## config.mk

```make
export PLATFORM = sky130hd
export DESIGN_NAME = lgtj_regs
export DESIGN_NICKNAME = d
export VERILOG_FILES = /design/src/design/lgtj_regs.v /design/src/design/lgtj_chan_cfg.v
export VERILOG_INCLUDE_DIRS = /design/src /design/src/design
export SDC_FILE = /design/constraint.sdc
export NUM_CORES = 1
export LEC_CHECK = 0
export BUFFER_PORTS_ARGS = -buffer_cell sky130_fd_sc_hd__buf_2
export CAP_MARGIN = 20
export CORE_MARGIN = 2
export CORE_UTILIZATION = 31
export DETAILED_ROUTE_END_ITERATION = 8
export PLACE_DENSITY_LB_ADDON = 0.05
export REMOVE_ABC_BUFFERS = 1
export SLEW_MARGIN = 40
export SYNTH_ARGS = -nofsm -noshare
export SYNTH_HDL_FRONTEND = slang
export SYNTH_SLANG_ARGS = --single-unit
```

## constraint.sdc

```tcl
create_clock -name clk_sys_i -period 2.2 [get_ports clk_sys_i]
set_clock_uncertainty 0.1 [all_clocks]
set_input_delay 0.11 -clock clk_sys_i [delete_from_list [all_inputs] [get_ports clk_sys_i]]
set_output_delay 0.11 -clock clk_sys_i [all_outputs]
set_load 0.02 [all_outputs]
```

## src/design/lgtj_defines.vh

```
// register offsets, field positions, reset values and timing counts of the global/termination/jitter bank
`ifndef LGTJ_DEFINES_VH
`define LGTJ_DEFINES_VH
`define LGTJ_ADDR_W            6
`define LGTJ_OFF_SOFT_RESET    6'h01
`define LGTJ_OFF_TERM_CH1      6'h02
`define LGTJ_OFF_JA_CH1        6'h03
`define LGTJ_OFF_TERM_CH2      6'h22
`define LGTJ_OFF_JA_CH2        6'h23
`define LGTJ_OFF_GLOBAL_CFG    6'h20
`define LGTJ_OFF_IRQ_CH_SRC    6'h21
`define LGTJ_RST_SOFT_RESET    8'h00
`define LGTJ_RST_GLOBAL_CFG    8'h04
`define LGTJ_RST_TERM          6'h00
`define LGTJ_RST_JA            6'h20
`define LGTJ_GCF_MON_HI        7
`define LGTJ_GCF_MON_LO        6
`define LGTJ_GCF_STD           4
`define LGTJ_GCF_BCAST         3
`define LGTJ_GCF_IRQ_DIS       2
`define LGTJ_GCF_PIN_HI        1
`define LGTJ_GCF_PIN_LO        0
`define LGTJ_ATTENUATOR_LIMIT_MODE          5
`define LGTJ_JA_PLACE_HI       4
`define LGTJ_JA_PLACE_LO       3
`define LGTJ_JA_DEPTH_HI       2
`define LGTJ_JA_DEPTH_LO       1
`define LGTJ_JA_BW             0
`define LGTJ_STD_SETTLE_NS     50000
`define LGTJ_CLK_PERIOD_NS     4
`endif

```

## src/design/lgtj_regs.v

```verilog
// global configuration and per-channel termination/jitter register bank of a dual-channel line interface
`timescale 1ns/1ps
`default_nettype none
`include "lgtj_defines.vh"
module lgtj_regs #(
  parameter integer SETTLE_CYC = (`LGTJ_STD_SETTLE_NS + `LGTJ_CLK_PERIOD_NS - 1) / `LGTJ_CLK_PERIOD_NS
) (
  input  wire       clk_sys_i,        // system clock, 250 MHz
  input  wire       rst_i,            // hard reset, sync active high
  input  wire       wr_i,             // register write strobe, one cycle
  input  wire       rd_i,             // register read strobe, one cycle
  input  wire [5:0] addr_i,           // register address
  input  wire [7:0] wdata_i,          // write data
  output reg  [7:0] rdata_o,          // read data, valid cycle after rd_i
  input  wire [1:0] ch_irq_pend_i,    // unmasked pending interrupt per channel
  output wire       irq_pin_o,        // interrupt pin level
  output wire       irq_pin_oe_o,     // interrupt pin output enable
  output reg        drv_hiz_o,        // all line drivers high impedance
  input  wire       drv_release_i,    // leave high impedance once transmit set up
  output wire [1:0] monitor_mode_o,   // 0 normal, 1 ch2 rx, 2 ch2 tx into rx1
  output wire       t1_mode_o,        // 1 T1/J1, 0 E1 for all channels
  output wire       std_settling_o,   // high during line-standard settle wait
  output wire [5:0] ch1_tx_rx_term_o, // ch1 {tx sel[2:0], rx sel[2:0]}
  output wire [5:0] ch2_tx_rx_term_o, // ch2 {tx sel[2:0], rx sel[2:0]}
  output wire [1:0] ch1_ja_path_o,    // ch1 attenuator placement
  output wire [1:0] ch2_ja_path_o,    // ch2 attenuator placement
  output wire [7:0] ch1_ja_depth_o,   // ch1 elastic depth bits
  output wire [7:0] ch2_ja_depth_o,   // ch2 elastic depth bits
  output wire [1:0] attenuator_limit_mode_o,       // per-channel limit mode
  output wire [1:0] ja_bw_narrow_o    // per-channel narrow bandwidth
);
  localparam [15:0] SETTLE_N = SETTLE_CYC[15:0];
  wire soft_rst_hit = wr_i & (addr_i == `LGTJ_OFF_SOFT_RESET);
  reg  soft_rst_q;
  wire bank_rst = rst_i | soft_rst_q;
  reg  [7:0] gcf_q;
  reg        std_q;
  reg [15:0] settle_cnt_q;
  reg  [1:0] irq_src_q;
  reg        irq_act_q;
  wire [5:0] term1, term2, ja1, ja2;
  wire       bcast = gcf_q[`LGTJ_GCF_BCAST];
  wire w_t1 = wr_i & (addr_i == `LGTJ_OFF_TERM_CH1);
  wire w_t2 = wr_i & (addr_i == `LGTJ_OFF_TERM_CH2);
  wire w_j1 = wr_i & (addr_i == `LGTJ_OFF_JA_CH1);
  wire w_j2 = wr_i & (addr_i == `LGTJ_OFF_JA_CH2);
  wire t1_we = w_t1 | (bcast & w_t2);
  wire t2_we = w_t2 | (bcast & w_t1);
  wire j1_we = w_j1 | (bcast & w_j2);
  wire j2_we = w_j2 | (bcast & w_j1);
  // soft reset takes effect for one cycle after the write strobe
  always @(posedge clk_sys_i) begin
    if (rst_i)
      soft_rst_q <= 1'b0;
    else
      soft_rst_q <= soft_rst_hit;
  end
  always @(posedge clk_sys_i) begin
    if (bank_rst)
      gcf_q <= `LGTJ_RST_GLOBAL_CFG;
    else if (wr_i && addr_i == `LGTJ_OFF_GLOBAL_CFG)
      gcf_q <= {wdata_i[7:6], 1'b0, 1'b0, wdata_i[3:0]};
  end
  // line standard is kept apart so the soft reset does not clear it
  always @(posedge clk_sys_i) begin
    if (rst_i)
      std_q <= 1'b0;
    else if (wr_i && addr_i == `LGTJ_OFF_GLOBAL_CFG)
      std_q <= wdata_i[`LGTJ_GCF_STD];
  end
  always @(posedge clk_sys_i) begin
    if (rst_i)
      settle_cnt_q <= 16'h0000;
    else if (wr_i && addr_i == `LGTJ_OFF_GLOBAL_CFG && wdata_i[`LGTJ_GCF_STD] != std_q)
      settle_cnt_q <= SETTLE_N;
    else if (settle_cnt_q != 16'h0000)
      settle_cnt_q <= settle_cnt_q - 16'h0001;
  end
  assign std_settling_o = (settle_cnt_q != 16'h0000);
  assign t1_mode_o      = std_q;
  assign monitor_mode_o = (gcf_q[`LGTJ_GCF_MON_LO] == 1'b0) ? 2'h0 :
                          (gcf_q[`LGTJ_GCF_MON_HI] ? 2'h2 : 2'h1);
  // drivers float after any reset until the transmit side releases them
  always @(posedge clk_sys_i) begin
    if (bank_rst)
      drv_hiz_o <= 1'b1;
    else if (drv_release_i)
      drv_hiz_o <= 1'b0;
  end
  // source latch: active low per channel, follows pending while enabled
  always @(posedge clk_sys_i) begin
    if (bank_rst) begin
      irq_src_q <= 2'b11;
      irq_act_q <= 1'b0;
    end else begin
      irq_src_q <= gcf_q[`LGTJ_GCF_IRQ_DIS] ? 2'b11 : ~ch_irq_pend_i;
      irq_act_q <= ~gcf_q[`LGTJ_GCF_IRQ_DIS] & (|ch_irq_pend_i);
    end
  end
  // pin style: open drain pulls low only when active, push-pull always drives
  assign irq_pin_oe_o = gcf_q[`LGTJ_GCF_PIN_LO] ? 1'b1 : irq_act_q;
  assign irq_pin_o    = (gcf_q[`LGTJ_GCF_PIN_HI] & gcf_q[`LGTJ_GCF_PIN_LO]) ? irq_act_q : ~irq_act_q;
  always @(posedge clk_sys_i) begin
    if (rst_i) begin
      rdata_o <= 8'h00;
    end else if (rd_i) begin
      case (addr_i)
        `LGTJ_OFF_SOFT_RESET: rdata_o <= `LGTJ_RST_SOFT_RESET;
        `LGTJ_OFF_GLOBAL_CFG: rdata_o <= {gcf_q[7:5], std_q, gcf_q[3:0]};
        `LGTJ_OFF_IRQ_CH_SRC: rdata_o <= {6'b000000, irq_src_q};
        `LGTJ_OFF_TERM_CH1:   rdata_o <= {2'b00, term1};
        `LGTJ_OFF_TERM_CH2:   rdata_o <= {2'b00, term2};
        `LGTJ_OFF_JA_CH1:     rdata_o <= {2'b00, ja1};
        `LGTJ_OFF_JA_CH2:     rdata_o <= {2'b00, ja2};
        default:              rdata_o <= 8'h00;
      endcase
    end
  end
  lgtj_chan_cfg u_ch1 (
    .clk_sys_i       (clk_sys_i),
    .rst_i           (bank_rst),
    .term_we_i       (t1_we),
    .ja_we_i         (j1_we),
    .wdata_i         (wdata_i),
    .term_o          (term1),
    .ja_o            (ja1),
    .tx_term_sel_o   (ch1_tx_rx_term_o[5:3]),
    .rx_term_sel_o   (ch1_tx_rx_term_o[2:0]),
    .ja_path_o       (ch1_ja_path_o),
    .ja_depth_bits_o (ch1_ja_depth_o),
    .attenuator_limit_mode_o      (attenuator_limit_mode_o[0]),
    .ja_bw_narrow_o  (ja_bw_narrow_o[0])
  );
  lgtj_chan_cfg u_ch2 (
    .clk_sys_i       (clk_sys_i),
    .rst_i           (bank_rst),
    .term_we_i       (t2_we),
    .ja_we_i         (j2_we),
    .wdata_i         (wdata_i),
    .term_o          (term2),
    .ja_o            (ja2),
    .tx_term_sel_o   (ch2_tx_rx_term_o[5:3]),
    .rx_term_sel_o   (ch2_tx_rx_term_o[2:0]),
    .ja_path_o       (ch2_ja_path_o),
    .ja_depth_bits_o (ch2_ja_depth_o),
    .attenuator_limit_mode_o      (attenuator_limit_mode_o[1]),
    .ja_bw_narrow_o  (ja_bw_narrow_o[1])
  );
endmodule // lgtj_regs
`default_nettype wire

```

## src/design/lgtj_chan_cfg.v

```verilog
// per-channel termination and jitter attenuator configuration with decoded outputs
`timescale 1ns/1ps
`default_nettype none
`include "lgtj_defines.vh"
module lgtj_chan_cfg (
  input  wire       clk_sys_i,      // system clock
  input  wire       rst_i,          // hard or soft reset, sync active high
  input  wire       term_we_i,      // write strobe for termination register
  input  wire       ja_we_i,        // write strobe for attenuator register
  input  wire [7:0] wdata_i,        // write data
  output wire [5:0] term_o,         // stored termination bits
  output wire [5:0] ja_o,           // stored attenuator bits
  output reg  [2:0] tx_term_sel_o,  // 0..3 internal 75/120/100/110, 4 external
  output reg  [2:0] rx_term_sel_o,  // 0..3 internal 75/120/100/110, 4 external
  output reg  [1:0] ja_path_o,      // 0 unused, 1 transmit, 2 receive
  output reg  [7:0] ja_depth_bits_o,// elastic buffer depth in bits
  output reg        attenuator_limit_mode_o,     // limit mode
  output reg        ja_bw_narrow_o  // narrow jitter bandwidth
);
  reg [5:0] term_q;
  reg [5:0] ja_q;
  assign term_o = term_q;
  assign ja_o   = ja_q;
  always @(posedge clk_sys_i) begin
    if (rst_i) begin
      term_q <= `LGTJ_RST_TERM;
      ja_q   <= `LGTJ_RST_JA;
    end else begin
      if (term_we_i)
        term_q <= wdata_i[5:0];
      if (ja_we_i)
        ja_q <= wdata_i[5:0];
    end
  end
  always @(posedge clk_sys_i) begin
    if (rst_i) begin
      tx_term_sel_o   <= 3'h0;
      rx_term_sel_o   <= 3'h0;
      ja_path_o       <= 2'h0;
      ja_depth_bits_o <= 8'h80;
      attenuator_limit_mode_o      <= 1'b1;
      ja_bw_narrow_o  <= 1'b0;
    end else begin
      tx_term_sel_o  <= term_q[5] ? 3'h4 : {1'b0, term_q[4:3]};
      rx_term_sel_o  <= term_q[2] ? 3'h4 : {1'b0, term_q[1:0]};
      attenuator_limit_mode_o     <= ja_q[`LGTJ_ATTENUATOR_LIMIT_MODE];
      ja_bw_narrow_o <= ja_q[`LGTJ_JA_BW];
      case (ja_q[`LGTJ_JA_PLACE_HI:`LGTJ_JA_PLACE_LO])
        2'b01:   ja_path_o <= 2'h1;
        2'b11:   ja_path_o <= 2'h2;
        default: ja_path_o <= 2'h0;
      endcase
      case (ja_q[`LGTJ_JA_DEPTH_HI:`LGTJ_JA_DEPTH_LO])
        2'b00:   ja_depth_bits_o <= 8'h80;
        2'b01:   ja_depth_bits_o <= 8'h40;
        default: ja_depth_bits_o <= 8'h20;
      endcase
    end
  end
endmodule // lgtj_chan_cfg
`default_nettype wire

```

==> impl_metrics.json <==
{
  "rows": 39,
  "n_antenna_cell": 0,
  "slew_violations": 0,
  "fin_util_pct": 39.7,
  "powerDensity_mw_per_mm2": 1070,
  "synth-edff-count": 0,
  "maxCapViolations": 0,
  "drc": 0,
  "ys_async_sr_fraction_pct": 0,
  "cp_num_buf_inv": 3,
  "start_util_pct": 31.7,
  "syn_area_mm2": 0.00362,
  "max_freq_mhz": 473,
  "hold_class": "in2reg",
  "max_stage_delay_ns": 0.57,
  "drive_gt1_share_pct": 26.0,
  "fin_crit_ns": 2.11,
  "total_power_mw": 4.85,
  "portBuffers": 61,
  "ys.flop_type": "dfxtp_1",
  "ir_drop_mv": 0.641,
  "worstMarginPinSlew_ns": 0.511,
  "num_io_pins": 72,
  "place_ws_ns": 0.139,
  "hold_viol": 0,
  "insertion_delay_ns": 0.34,
  "yosysTopAreaCellShare_pct": 47.5,
  "critPathMaxFanout": 4,
  "slew_headroom_pct": 65.7,
  "tns_ns": 0,
  "hpwl_mm": 6.74,
  "viasPerCell": 4.79,
  "grt_max_degree": 22,
  "synth_cell_type_count": 58,
  "ys_ff_latch": 86,
  "finalNonFillerCells": 609,
  "endpoint_kind": "output port",
  "grt_pass1_wl_mm": 14.9,
  "syn_inst": 381,
  "arrival_ns": 1.90,
  "drt_iter0_drc": 110,
  "overflow": 0,
  "clockRootBuffer": "clkbuf_16",
  "startpoint_type": "register",
  "syn_avg_cell_area_um2": 9.51,
  "vias": 2920,
  "die_h_um": 112,
  "cts_max_path_buffers": 2,
  "core_mm2": 0.0114,
  "status": "finished clean",
  "fin_ws_ns": 0.0867,
  "place.gp.congestion": 0.833,
  "dpl_cell_area_mm2": 0.00408,
  "place_inst": 580,
  "worst_hold_slack_ns": 0.0297,
  "antenna_found_initial": 0,
  "track_usage_pct": 15.3,
  "synth_top_cell_by_area": "dfxtp_1",
  "path_common_cell": "buf_4",
  "yosysSeqAreaShare_pct": 47.5,
  "setup_viol": 0,
  "crit_type": "reg2out",
  "detail-route-antenna-nets": 0,
  "finalNetCount": 484,
  "fin_area_mm2": 0.00454,
  "die_area_mm2": 0.0126,
  "yosys-top-cells-area": "dfxtp_1 48%, mux2i_1 7.2%, nand2_1 4.4%, nor2_1 3.3%, buf_4 3.1%",
  "period_share_pct": 96.1,
  "wl_mm": 9.48,
  "avgRoutedWirePerCell_um": 15.6,
  "crit_family": "simple AND/OR/NAND/NOR gates",
  "ys_warn_count": 0,
  "slowest_stage": "or4_4",
  "cts_tree": "yes",
  "cts.sinks": 86,
  "yosysMostFrequentCell": "dfxtp_1",
  "grt_pass1_vias": 2711,
  "synth_commonest_cells": "86 x dfxtp_1, 42 x nand2_1, 32 x nor2_1",
  "dr.pass1.iters": 4,
  "area_delta_synth_final_pct": 25.2,
  "cp_cell_sequence": "or4_4 -> nor4_4 -> buf_4 -> inv_2 -> buf_4",
  "clk_pin_slew_ns": 0.06,
  "cts_buffers": 9,
  "die_w_um": 112,
  "cp.required_ns": 1.99,
  "p_leak_nw": 1.88,
  "rsz0062_at_grt": "yes",
  "h-tree-depth": 3
}
==> worst reg2reg max path, delay by kind of cell, from the launching register on <==
family          cells  cell delay (ns)
compound gates      2             0.28
buf+inv             1             0.38
flops               1             0.33
simple gates        2             0.88
==> layout make-up <==
class | count | area [um2]
Clock buffer | 13 | 250
Inverter | 8 | 30.0
Sequential cell | 86 | 1730
Fill cell | 1194 | 6880
Multi-Input combinational cell | 263 | 1720
Clock inverter | 3 | 43.8
Tap cell | 143 | 179
Timing Repair Buffer | 93 | 592
==> sequential cells by signal, summed over array words and instances, names as in the netlist, 3 cells and up <==
| register | cells |
|---|---|
| settle_cnt_q | 16 |
| rdata_o | 8 |
| gcf_q | 6 |
| u_ch1.ja_o | 6 |
| u_ch1.term_o | 6 |
| u_ch2.ja_o | 6 |
| u_ch2.term_o | 6 |
| u_ch1.ja_depth_bits_o | 3 |
| u_ch1.rx_term_sel_o | 3 |
| u_ch1.tx_term_sel_o | 3 |
| u_ch2.ja_depth_bits_o | 3 |
| u_ch2.rx_term_sel_o | 3 |
| u_ch2.tx_term_sel_o | 3 |
==> report_power, final <==
part	internal (mW)	switching (mW)	total, mW
Sequential	1.71	0.169	1.88
Combinational	0.687	0.775	1.46
Clock	0.912	0.605	1.52
Total	3.31	1.55	4.85
==> cell usage in the layout (no fill, tap or decap), types with 3 or more instances in the layout <==
cell           count
buf_2             60
dfxtp_1           83
nand3b_1           5
a21oi_1           15
clkbuf_16          9
inv_1              5
mux2i_1           26
nor2_1            32
o21ai_0           14
dlygate4sd3_1     11
o31ai_1            5
o41ai_1            3
dfxtp_2            3
mux4_2             3
a211oi_1           4
or3_1              8
clkbuf_1           3
inv_2              3
nand2b_1          10
nand4_1            3
or4_4              3
nor3_1             4
nor3b_1           11
and2_1             8
nand3_1            6
or4_1              7
a31oi_1            7
buf_4             20
nand2_1           42
conb_1            10
==> kinds of logic (layout without fill, tap and decap cells) <==
logic type / count (synthesis) / after routing / synth area share, %
XOR/XNOR: 3 / 3 / 0.726
other: 1 / 10 / 0.104
multiplexers: 29 / 29 / 9.05
buffers and inverters: 41 / 117 / 6.74
adder cells (fa/ha/maj): 2 / 2 / 0.691
AO/OA/AOI/OAI: 58 / 58 / 9.85
AND/OR/NAND/NOR: 161 / 161 / 25.3
flip-flops: 86 / 86 / 47.5
==> what timing repair did <==
| item | 4_1_cts | 5_1_grt |
|---|---|---|
| buffers inserted | 1 | 0 |
| gates resized for setup | 2 | 10 |
| cloned | 1 | 0 |
| pin swaps | 0 | 2 |
| hold endpoints to repair | 28 | 0 |
| hold buffers | 11 | 0 |
| setup endpoints to repair | 1 | 5 |
==> worst paths after layout <==
| path | start | to | slack, ns | cells after the start |
|---|---|---|---|---|
| worst max-delay path | settle_cnt_q[14] | std_settling_o | 0.09 | 5 |
| worst min-delay path | rd_i | rdata_o[7] | 0.03 | 3 |
| worst max register to register | settle_cnt_q[14] | settle_cnt_q[11] | 0.18 | 5 |
| worst min register to register | rdata_o[2] | rdata_o[2] | 0.36 | 2 |
==> routing by layer <==
metal / track usage [%] / wire (um)
met1: 21.9 / 4840
met2: 21.7 / 4030
met3: 4.00 / 430
met4: 7.07 / 188
met5: 0 / 0
Power figures use the tool's default switching activity.
